<file path="src/pcv_pkg.sv">
// Operation
// - each implemented function exposes a 256-byte configuration space
// - configuration accesses to the first 512 bytes (two functions) are claimed
// - configuration accesses to functions two to seven are never claimed
// - identity bits 31:19 return the read-only chip number
// - identity bits 18:16 return the function number from address bits 10:8
// - identity bits 15:0 return the read-only maker code
// - status bits 26:25 read 01, medium decode speed; function one reads them as 00
// - non-configuration accesses are claimed with medium decode timing
// - command bit 5 enables palette snooping, resets to 0
// - command bit 1 enables memory-space response, resets to 0
// - command bit 0 enables I/O-space response
// - indeterminate fields are not reset; non-writable fields ignore writes
// - header-type byte reads 0x80, multi-function device
// - function zero reports class code 0x030000
// - base address registers read zero and ignore writes
package pcv_pkg;

    // configuration space geometry
    localparam int          CFG_SPACE_BYTES = 256;
    localparam int          FUNC_COUNT      = 2;
    localparam int          REG_IDX_W       = 6;

    // register word indices inside one function (byte offset / 4)
    localparam logic [5:0]  IDX_IDENTITY    = 6'h00;
    localparam logic [5:0]  IDX_CMD_STATUS  = 6'h01;
    localparam logic [5:0]  IDX_CLASS_REV   = 6'h02;
    localparam logic [5:0]  IDX_HEADER      = 6'h03;
    localparam logic [5:0]  IDX_BAR_FIRST   = 6'h04;
    localparam logic [5:0]  IDX_BAR_LAST    = 6'h09;

    // field positions and fixed values
    localparam int          CMD_IO_BIT      = 0;
    localparam int          CMD_MEM_BIT     = 1;
    localparam int          CMD_SNOOP_BIT   = 5;
    localparam logic [1:0]  SPEED_MEDIUM    = 2'h1;
    localparam logic [7:0]  HEADER_MULTI    = 8'h80;
    localparam logic [23:0] CLASS_VGA       = 24'h030000;
    localparam logic        CMD_RESET_BIT   = 1'h0;

    // bus command codes as seen on the command/byte-enable lines
    localparam logic [3:0]  BC_IO_RD        = 4'h2;
    localparam logic [3:0]  BC_IO_WR        = 4'h3;
    localparam logic [3:0]  BC_MEM_RD       = 4'h6;
    localparam logic [3:0]  BC_MEM_WR       = 4'h7;
    localparam logic [3:0]  BC_CFG_RD       = 4'ha;
    localparam logic [3:0]  BC_CFG_WR       = 4'hb;
    localparam logic [3:0]  BC_MEM_RD_MULT  = 4'hc;
    localparam logic [3:0]  BC_MEM_RD_LINE  = 4'he;
    localparam logic [3:0]  BC_MEM_WR_INV   = 4'hf;

    typedef enum logic [2:0] {
        ST_IDLE   = 3'b000,
        ST_DECODE = 3'b001,
        ST_DATA   = 3'b010,
        ST_TURN   = 3'b011
    } pcv_state_type;

    // bus pins sampled by the target
    typedef struct packed {
        logic        frame_n;
        logic        irdy_n;
        logic        idsel;
        logic [3:0]  cbe_n;
        logic [31:0] ad;
    } pcv_bus_in_type;

    // bus pins driven by the target, each with its enable
    typedef struct packed {
        logic [31:0] ad;
        logic        ad_oe;
        logic        par;
        logic        par_oe;
        logic        devsel_n;
        logic        trdy_n;
        logic        stop_n;
        logic        ctl_oe;
    } pcv_bus_out_type;

    // request toward the accelerator core for claimed non-configuration cycles
    typedef struct packed {
        logic        req;
        logic        write;
        logic [31:0] addr;
        logic        wstrobe;
        logic [31:0] wdata;
        logic [3:0]  be_n;
    } pcv_core_req_type;

    // configuration register write request
    typedef struct packed {
        logic        strobe;
        logic [2:0]  func;
        logic [5:0]  idx;
        logic [31:0] wdata;
        logic [3:0]  be_n;
    } pcv_cfg_wr_type;

endpackage

</file>
<file path="src/pcv_cfg_regs.sv">
`timescale 1ns/10ps
module pcv_cfg_regs #(
    parameter logic [12:0] CHIP_NUMBER = 13'h0a5,  // arbitrary value
    parameter logic [15:0] MAKER_CODE  = 16'h1d5c, // arbitrary value
    parameter logic [7:0]  REVISION    = 8'h00     // arbitrary value
) (
    // clock and reset
    input  wire logic                   clock,
    input  wire logic                   rst_n,
    input  wire logic                   ce,
    // write and read access
    input  wire pcv_pkg::pcv_cfg_wr_type wr,
    input  wire logic [2:0]             rd_func,
    input  wire logic [5:0]             rd_idx,
    output logic [31:0]                 rd_data,
    // command bits
    output logic                        io_enable,
    output logic                        mem_enable,
    output logic                        snoop_enable
);

    logic next_io_enable;
    logic next_mem_enable;
    logic next_snoop_enable;
    logic cmd_write;

    // only function zero owns a command register; byte lane 0 carries its bits
    assign cmd_write = wr.strobe && wr.func == 3'h0 && wr.idx == pcv_pkg::IDX_CMD_STATUS
                       && !wr.be_n[0];

    // writable command bits; every other bit in the space ignores writes
    always_comb begin
        next_io_enable    = io_enable;
        next_mem_enable   = mem_enable;
        next_snoop_enable = snoop_enable;
        if (!rst_n) begin
            next_io_enable    = pcv_pkg::CMD_RESET_BIT;
            next_mem_enable   = pcv_pkg::CMD_RESET_BIT;
            next_snoop_enable = pcv_pkg::CMD_RESET_BIT;
        end else if (cmd_write) begin
            next_io_enable    = wr.wdata[pcv_pkg::CMD_IO_BIT];
            next_mem_enable   = wr.wdata[pcv_pkg::CMD_MEM_BIT];
            next_snoop_enable = wr.wdata[pcv_pkg::CMD_SNOOP_BIT];
        end
    end

    always_ff @(posedge clock) begin
        if (ce) begin
            io_enable    <= next_io_enable;
            mem_enable   <= next_mem_enable;
            snoop_enable <= next_snoop_enable;
        end
    end

    // read mux: constant fields are wired, so nothing indeterminate needs a reset
    always_comb begin
        rd_data = 32'h00000000;
        case (rd_idx)
            pcv_pkg::IDX_IDENTITY: begin
                rd_data = {CHIP_NUMBER, rd_func, MAKER_CODE};
            end
            pcv_pkg::IDX_CMD_STATUS: begin
                if (rd_func == 3'h0) begin
                    rd_data[26:25] = pcv_pkg::SPEED_MEDIUM;
                    rd_data[pcv_pkg::CMD_SNOOP_BIT] = snoop_enable;
                    rd_data[pcv_pkg::CMD_MEM_BIT]   = mem_enable;
                    rd_data[pcv_pkg::CMD_IO_BIT]    = io_enable;
                end
            end
            pcv_pkg::IDX_CLASS_REV: begin
                if (rd_func == 3'h0) begin
                    rd_data = {pcv_pkg::CLASS_VGA, REVISION};
                end
            end
            pcv_pkg::IDX_HEADER: begin
                rd_data[23:16] = pcv_pkg::HEADER_MULTI;
            end
            default: begin
                rd_data = 32'h00000000;
            end
        endcase
    end

endmodule

</file>
<file path="src/pcv_target.sv">
`timescale 1ns/10ps
module pcv_target #(
    parameter logic [12:0] CHIP_NUMBER = 13'h0a5,  // arbitrary value
    parameter logic [15:0] MAKER_CODE  = 16'h1d5c, // arbitrary value
    parameter logic [7:0]  REVISION    = 8'h00     // arbitrary value
) (
    // clock and reset
    input  wire logic                      clock,
    input  wire logic                      rst_n,
    input  wire logic                      ce,
    // bus pins
    input  wire pcv_pkg::pcv_bus_in_type   bus_in,
    output pcv_pkg::pcv_bus_out_type       bus_out,
    // address decoders of the accelerator core
    input  wire logic                      io_hit,
    input  wire logic                      mem_hit,
    input  wire logic                      palette_hit,
    // core data path
    output pcv_pkg::pcv_core_req_type      core_req,
    input  wire logic                      core_ack,
    input  wire logic [31:0]               core_rdata,
    // command bits seen by the core
    output logic                           io_enable,
    output logic                           mem_enable,
    output logic                           snoop_enable
);

    pcv_pkg::pcv_state_type    state;
    pcv_pkg::pcv_state_type    next_state;
    pcv_pkg::pcv_bus_out_type  next_bus_out;
    pcv_pkg::pcv_core_req_type next_core_req;
    pcv_pkg::pcv_cfg_wr_type   cfg_wr;
    pcv_pkg::pcv_cfg_wr_type   next_cfg_wr;
    logic                      frame_q;
    logic                      is_cfg;
    logic                      next_is_cfg;
    logic                      is_write;
    logic                      next_is_write;
    logic [2:0]                cfg_func;
    logic [2:0]                next_cfg_func;
    logic [5:0]                cfg_idx;
    logic [5:0]                next_cfg_idx;
    logic [31:0]               cfg_rdata;

    // address-phase decode
    logic [3:0] cmd;
    logic       addr_phase;
    logic       cfg_claim;
    logic       io_cmd;
    logic       mem_cmd;
    logic       io_claim;
    logic       mem_claim;
    logic       done;
    logic       gone;

    assign cmd        = bus_in.cbe_n;
    assign addr_phase = !bus_in.frame_n && frame_q;
    // only type-0 cycles to the two implemented functions are claimed
    assign cfg_claim  = bus_in.idsel && (cmd == pcv_pkg::BC_CFG_RD || cmd == pcv_pkg::BC_CFG_WR)
                        && bus_in.ad[1:0] == 2'h0
                        && bus_in.ad[10:8] < 3'(pcv_pkg::FUNC_COUNT);
    assign io_cmd     = cmd == pcv_pkg::BC_IO_RD || cmd == pcv_pkg::BC_IO_WR;
    assign mem_cmd    = cmd == pcv_pkg::BC_MEM_RD || cmd == pcv_pkg::BC_MEM_WR
                        || cmd == pcv_pkg::BC_MEM_RD_MULT || cmd == pcv_pkg::BC_MEM_RD_LINE
                        || cmd == pcv_pkg::BC_MEM_WR_INV;
    // a snooped palette write is left for the owning agent to claim
    assign io_claim   = io_cmd && io_hit && io_enable
                        && !(snoop_enable && cmd == pcv_pkg::BC_IO_WR && palette_hit);
    assign mem_claim  = mem_cmd && mem_hit && mem_enable;
    assign done       = !bus_out.trdy_n && !bus_in.irdy_n;
    assign gone       = bus_in.frame_n && bus_in.irdy_n; // master gave up

    // configuration registers of both functions
    pcv_cfg_regs #(
        .CHIP_NUMBER (CHIP_NUMBER),
        .MAKER_CODE  (MAKER_CODE),
        .REVISION    (REVISION)
    ) u_regs (
        .clock        (clock),
        .rst_n        (rst_n),
        .ce           (ce),
        .wr           (cfg_wr),
        .rd_func      (cfg_func),
        .rd_idx       (cfg_idx),
        .rd_data      (cfg_rdata),
        .io_enable    (io_enable),
        .mem_enable   (mem_enable),
        .snoop_enable (snoop_enable)
    );

    // target sequencer: idle, decode wait, data phase, turnaround
    always_comb begin
        next_state            = state;
        next_bus_out          = bus_out;
        next_core_req         = core_req;
        next_cfg_wr           = cfg_wr;
        next_is_cfg           = is_cfg;
        next_is_write         = is_write;
        next_cfg_func         = cfg_func;
        next_cfg_idx          = cfg_idx;
        next_cfg_wr.strobe    = 1'b0;
        next_core_req.wstrobe = 1'b0;
        // parity trails the driven data by one clock
        next_bus_out.par      = ^{bus_out.ad, bus_in.cbe_n};
        next_bus_out.par_oe   = bus_out.ad_oe;
        case (state)
            pcv_pkg::ST_IDLE: begin
                next_bus_out.ctl_oe = 1'b0;
                next_bus_out.ad_oe  = 1'b0;
                if (addr_phase && (cfg_claim || io_claim || mem_claim)) begin
                    next_state    = pcv_pkg::ST_DECODE;
                    next_is_cfg   = cfg_claim;
                    next_is_write = cmd[0];
                    next_cfg_func = bus_in.ad[10:8];
                    // word index inside the 256-byte space
                    next_cfg_idx  = bus_in.ad[7:2];
                    next_core_req.req   = !cfg_claim;
                    next_core_req.write = cmd[0];
                    next_core_req.addr  = bus_in.ad;
                end
            end
            pcv_pkg::ST_DECODE: begin
                // devsel shows on the second clock after the address: medium speed
                next_state            = pcv_pkg::ST_DATA;
                next_bus_out.ctl_oe   = 1'b1;
                next_bus_out.devsel_n = 1'b0;
                next_bus_out.ad_oe    = !is_write;
                next_bus_out.ad       = is_cfg ? cfg_rdata : core_rdata;
                // configuration and core writes are taken at once; core reads wait
                next_bus_out.trdy_n   = !(is_cfg || is_write || core_ack);
                next_bus_out.stop_n   = next_bus_out.trdy_n;
            end
            pcv_pkg::ST_DATA: begin
                if (done || gone) begin
                    // single data phase; stop with trdy disconnects any burst
                    next_state            = pcv_pkg::ST_TURN;
                    next_bus_out.devsel_n = 1'b1;
                    next_bus_out.trdy_n   = 1'b1;
                    next_bus_out.stop_n   = 1'b1;
                    next_bus_out.ad_oe    = 1'b0;
                    next_core_req.req     = 1'b0;
                    if (done && is_write && is_cfg) begin
                        next_cfg_wr.strobe = 1'b1;
                        next_cfg_wr.func   = cfg_func;
                        next_cfg_wr.idx    = cfg_idx;
                        next_cfg_wr.wdata  = bus_in.ad;
                        next_cfg_wr.be_n   = bus_in.cbe_n;
                    end
                    if (done && is_write && !is_cfg) begin
                        next_core_req.wstrobe = 1'b1;
                        next_core_req.wdata   = bus_in.ad;
                        next_core_req.be_n    = bus_in.cbe_n;
                    end
                end else if (!is_cfg && !is_write && bus_out.trdy_n) begin
                    next_bus_out.ad     = core_rdata;
                    next_bus_out.trdy_n = !core_ack;
                    next_bus_out.stop_n = !core_ack;
                end
            end
            pcv_pkg::ST_TURN: begin
                // control lines driven high one clock before release
                next_state          = pcv_pkg::ST_IDLE;
                next_bus_out.ctl_oe = 1'b0;
            end
            default: begin
                next_state = pcv_pkg::ST_IDLE;
            end
        endcase
        if (!rst_n) begin
            next_state            = pcv_pkg::ST_IDLE;
            next_bus_out          = '0;
            next_bus_out.devsel_n = 1'b1;
            next_bus_out.trdy_n   = 1'b1;
            next_bus_out.stop_n   = 1'b1;
            next_core_req         = '0;
            next_cfg_wr           = '0;
            next_is_cfg           = 1'b0;
            next_is_write         = 1'b0;
            next_cfg_func         = 3'h0;
            next_cfg_idx          = 6'h00;
        end
    end

    // frame history lets a new address phase be seen only after idle
    always_ff @(posedge clock) begin
        if (ce) begin
            frame_q  <= rst_n ? bus_in.frame_n : 1'b1;
            state    <= next_state;
            bus_out  <= next_bus_out;
            core_req <= next_core_req;
            cfg_wr   <= next_cfg_wr;
            is_cfg   <= next_is_cfg;
            is_write <= next_is_write;
            cfg_func <= next_cfg_func;
            cfg_idx  <= next_cfg_idx;
        end
    end

endmodule
</file>
<file path="config.mk">
export PLATFORM = sky130hd
export DESIGN_NAME = pcv_target
export DESIGN_NICKNAME = d
export VERILOG_FILES = /design/src/pcv_pkg.sv /design/src/pcv_cfg_regs.sv /design/src/pcv_target.sv
export SDC_FILE = /design/constraint.sdc
export NUM_CORES = 1
export LEC_CHECK = 0
export ABC_AREA = 1
export BUFFER_PORTS_ARGS = -buffer_cell sky130_fd_sc_hd__buf_4
export CORE_UTILIZATION = 45
export DETAILED_ROUTE_END_ITERATION = 6
export GPL_TIMING_DRIVEN = 0
export HOLD_SLACK_MARGIN = 0.12
export PLACE_DENSITY = 0.72
export REMOVE_ABC_BUFFERS = 1
export SYNTH_ARGS = -nofsm -noshare
export SYNTH_HDL_FRONTEND = slang
export SYNTH_SLANG_ARGS = --single-unit
</file>
<file path="constraint.sdc">
create_clock -name clock -period 10.97 [get_ports clock]
set_clock_uncertainty 0.1 [all_clocks]
set_input_delay 0.5485 -clock clock [delete_from_list [all_inputs] [get_ports clock]]
set_output_delay 0.5485 -clock clock [all_outputs]
set_load 0.03 [all_outputs]
</file>
After elaboration in Yosys (flattened, before gate mapping):

Cells that the tools add are included.

* bits in registers: 145
* latch bits: 0
* RAM bits: 0
* memory bits (read-only): 0
* input port bits: 78
* logic and storage cells: 168
* memories kept: 0

* add/subtract/negate cells: 0
* multiply operators: 0
* divide/modulo/power cells: 0
* $lt $le $gt $ge: 1
* equality and inequality tests: 32
* shifts and indexed selects: 0
* mux-type cells: 45
* bitwise operators: 0
* reductions and logical operators: 62

Operator list (number)
* $mux 32: 3
* $mux 45: 2
* $mux 36: 2
* $pmux 32 s2: 1
* $mux 46: 1
* $mux 37: 1
* $reduce_xor 36->1: 1
* $mux 34: 1
* $mux 33: 1
* $mux 26: 1
* $pmux 8 s3: 1
* $logic_and 1x1->1: 22
* $eq 4x4->1 const B: 5
* $pmux 10 s2: 1
* $reduce_and 3->1: 6
* $reduce_and 4->1: 4
* $ne 2x1->1 const B: 7
* $eq 6x1->1 const B: 2
* $eq 6x2->1 const B: 2
* $mux 3: 4
* $mux 6: 2
* $ne 3x3->1 const B: 4
* $pmux 3 s2: 2
* $logic_or 1x1->1: 11
* 22 further kinds: 53

Depth between registers and ports, before layout:

* word-level depth: 11
* mapped depth: 13
* mapped depth without buffers: 13

By module:

A second synthesis with hierarchy kept.

* cell total of the unflattened synthesis: 772
* area, all modules: 7628.6 um^2

By module, submodules not included
* pcv_target: instances 1, cells each 694, area each 7124.3 um^2
* pcv_cfg_regs: instances 1, cells each 78, area each 504.2 um^2

Least setup slack after synthesis:

No wires, ideal clock.

* kind: reg-to-reg
* from: register state[0]
* to: register bus_out[10] (netlist bit) (enable)
* arrival: 4.124 ns
* path slack: 6.245 ns
* stages on the path, launching flop included: 7
* period minus slack after synthesis: 4.725 ns
* cells stage by stage: edfxtp_1 inv_1 ha_1 nor2_1 inv_1 nor2_1 nor4_1

* longest elaborated chain between the ends: 3

Ends and longest elaborated chain
* start, declared: RTL line pcv_target.sv:28 `pcv_pkg::pcv_state_type state;`
* start signal, assigned: RTL line pcv_target.sv:188 `state <= next_state;`
* $eq 3x2->1 / $eq 3x1->1 (equally long branches): RTL line pcv_target.sv:106 `case (state)`
* $ne 3x1->1 (no line) / $ne 3x3->1 (equally long branches)
* $reduce_and 4->1 (no line) *
* end signal, assigned: RTL line pcv_target.sv:189 `bus_out <= next_bus_out;`
* end, declared: RTL line pcv_target.sv:13 `output pcv_pkg::pcv_bus_out_type bus_out,`

Mark *: on every way between the ends. The rest lies on a longest branch, timed or not.
A chain may end at the register's enable or synchronous reset.

Worst setup path in the final report:

* from: input rst_n
* to: register bus_out[36] (netlist bit) (enable)

* longest elaborated chain between the ends: 2

Ends and longest elaborated chain
* start, declared: RTL line pcv_target.sv:9 `input wire logic rst_n,`
* $ne 3x1->1 (no line) / $ne 3x3->1 (equally long branches)
* $reduce_and 4->1 (no line) *

Marked as above.

==> out/qor.csv <==
metric,value,unit
fin_crit_sh,26.11,%
drt_iter0_drc,238,
nNetsFinal,901,
num-fill-cells,1104,
wl_per_cell,14.40,um
min_path_type,in2reg,
gp_congestion,0.8362,
clk_pin_slew_worst_paths,0.06,ns
p_leak,3.932,nW
drv_slew,0,
worst_pin_slew,0.9463,ns
die_area,13950,um^2
ctsRootBufferMaster,clkbuf_16,
syn_inst,613,
vdd_drop_max,113.3,uV
drive_above_1_share,28.64,%
status,"complete, no violations",
viasPerCell,4.791,
port_buffers,190,
cts_num_sinks,130,
crit_path_end_kind,register,
seq_area,3904,um^2
critical_path.max_fanout,57,
insertion_delay,0.42,ns
worstPathRequired,10.99,ns
grt_overflow,0,
p_per_area,166.5,nW/um^2
io_pins,191,
finalPower,1.384,mW
start_kind,input port,
setup_violations,0,
async_reset_ff_share,0,%
ys_ff_latch,130,
clk_path_buf_depth,2,
finalInstanceArea,8313,um^2
reg2reg_depth,8,
finalWorstSetupSlack,8.106,ns
period_minus_slack,2.864,ns
final_util,63.02,%
synthToLayoutAreaGrowth,37.05,%
cts_inserted_buffers,17,
grt_use_total,21.52,%
cap_violations,0,
multi_input_area,1729,um^2
rsz0062_at_grt,no,
h-tree-depth,4,
cp.arrival,2.88,ns
dp_hpwl,10.55,mm
grt_pass1_wl,22.67,mm
relSlewSlack,36.39,%
timing.final.hold_violations,0,
routed-via-count,4791,
synth_edf_count,130,
synth-seq-area-share,64.36,%
dpl_worst_slack,7.647,ns
synth.distinct_cells,27,
ys.flop_type,edfxtp_1,
hold_slack,0.3013,ns
grt_pass1_vias,4834,
drc,0,
dpl_cell_area,7725,um^2
ys_warn_count,0,
grt_max_degree,58,
fin_cells,1000,
whs_path_depth,3,
syn_area_per_cell,9.895,um^2
cts_setup_buffers,0,
coreArea,13190,um^2
syn_area,6066,um^2
antennaDiodeCount,0,
cts-hold-fix-buffers,0,
fp.dieW,118.1,um
fin_tns_setup,0,ns
start_util,45.99,%
cts_resized,0,
drtAntennaViolNets,0,
antenna_found_initial,0,
drtPass1Iterations,5,
rows,42,
clock.fmax,0.3492,GHz
die_height,118.1,um
wl,14.40,mm
dp.cells,967,
critical_path_class,in2reg,
cts_tree,yes,
[critical path, stage by stage]
cell	delay, ns
buf_4	0.32
inv_2	0.36
nor2_1	0.07
inv_1	0.17
nor2_1	0.12
nor4_2	0.83
buf_6	0.24
buf_4	0.19
[power breakdown]
group	internal, mW	switching, mW
registers	0.581	0.0173
logic	0.0841	0.144
clock network	0.354	0.204
[logic make-up after synthesis]
logic type / Yosys count / share of synthesized area (%)
simple gates: 312 / 20.59
buf+inv: 118 / 7.694
compound gates: 24 / 2.434
flops: 130 / 64.36
xor+xnor: 17 / 2.455
fa+ha+maj: 12 / 2.475
[metal layers]
layer	global-route usage (%)	routed length, um	share of wire (%)	vias up
li1	-	-	-	2359
met1	23.46	5754	40	2214
met2	36.73	7187	50	203
met3	9.545	1276	8.9	15
met4	8.093	183	1.3	0
met5	0	0	0	-
[synth_stat cells (2+ instances only)]
master,n,area (um^2)
nor4_1,2,12.51
inv_1,100,375.4
ha_1,12,150.1
nand3_1,14,70.07
a21oi_1,10,50.05
nor2_2,4,25.02
xor2_1,7,61.31
o21ai_0,7,35.03
buf_4,3,22.52
nor2_1,96,360.4
edfxtp_1,130,3904
or2_2,2,12.51
clkbuf_1,3,11.26
xnor2_1,10,87.58
nor3_1,15,75.07
a32o_1,3,30.03
buf_2,10,50.05
nand2_1,171,641.9
nand4_1,6,37.54
[layout make-up]
class / count / area share, %
clock buffer: 20 / 5.253
clock inverter: 12 / 1.686
inverter: 101 / 4.561
multi-input combinational: 365 / 20.80
sequential: 130 / 46.96
tap: 176 / 2.649
timing repair buffer: 196 / 18.09
[state kept, by name, indices dropped and copies added (netlist names)]
| signal | cells |
|---|---|
| is_cfg | 1 |
| core_req | 71 |
| bus_out | 38 |
| u_regs.snoop_enable | 1 |
| u_regs.mem_enable | 1 |
| cfg_wr | 14 |
| state | 2 |
| u_regs.io_enable | 1 |
| frame_q | 1 |
[path summary, 6_finish.rpt]
kind / from / end / slack [ns]
setup / recovery: rst_n / bus_out[36]$_SDFFCE_PN0P_ / 8.11
hold / removal: bus_in[21] / core_req[58]$_SDFFCE_PN0P_ / 0.30
setup reg to reg: state[0]$_SDFFCE_PN0P_ / bus_out[36]$_SDFFCE_PN0P_ / 8.14
hold reg to reg: cfg_wr[4]$_SDFFCE_PN0P_ / u_regs.io_enable$_SDFFCE_PN0P_ / 0.40
[cells in the final DEF (no fill, tap or decap), types with 2 or more instances in the layout]
cell and instances:
buf_4 192, buf_6 2, xor2_1 7, nand4_1 6
ha_1 12, edfxtp_1 130, buf_12 2, bufinv_16 3
clkbuf_1 3, nor3_1 15, clkinv_2 7, nor2_1 96
a32o_1 3, nor2_2 4, a21oi_4 2, clkbuf_16 17
nand2_1 171, a21oi_1 8, clkinvlp_4 2, nand3_1 13
xnor2_1 10, or2_2 2, inv_1 100, o21ai_0 7
No activity file was read; power rests on OpenSTA's default activity.
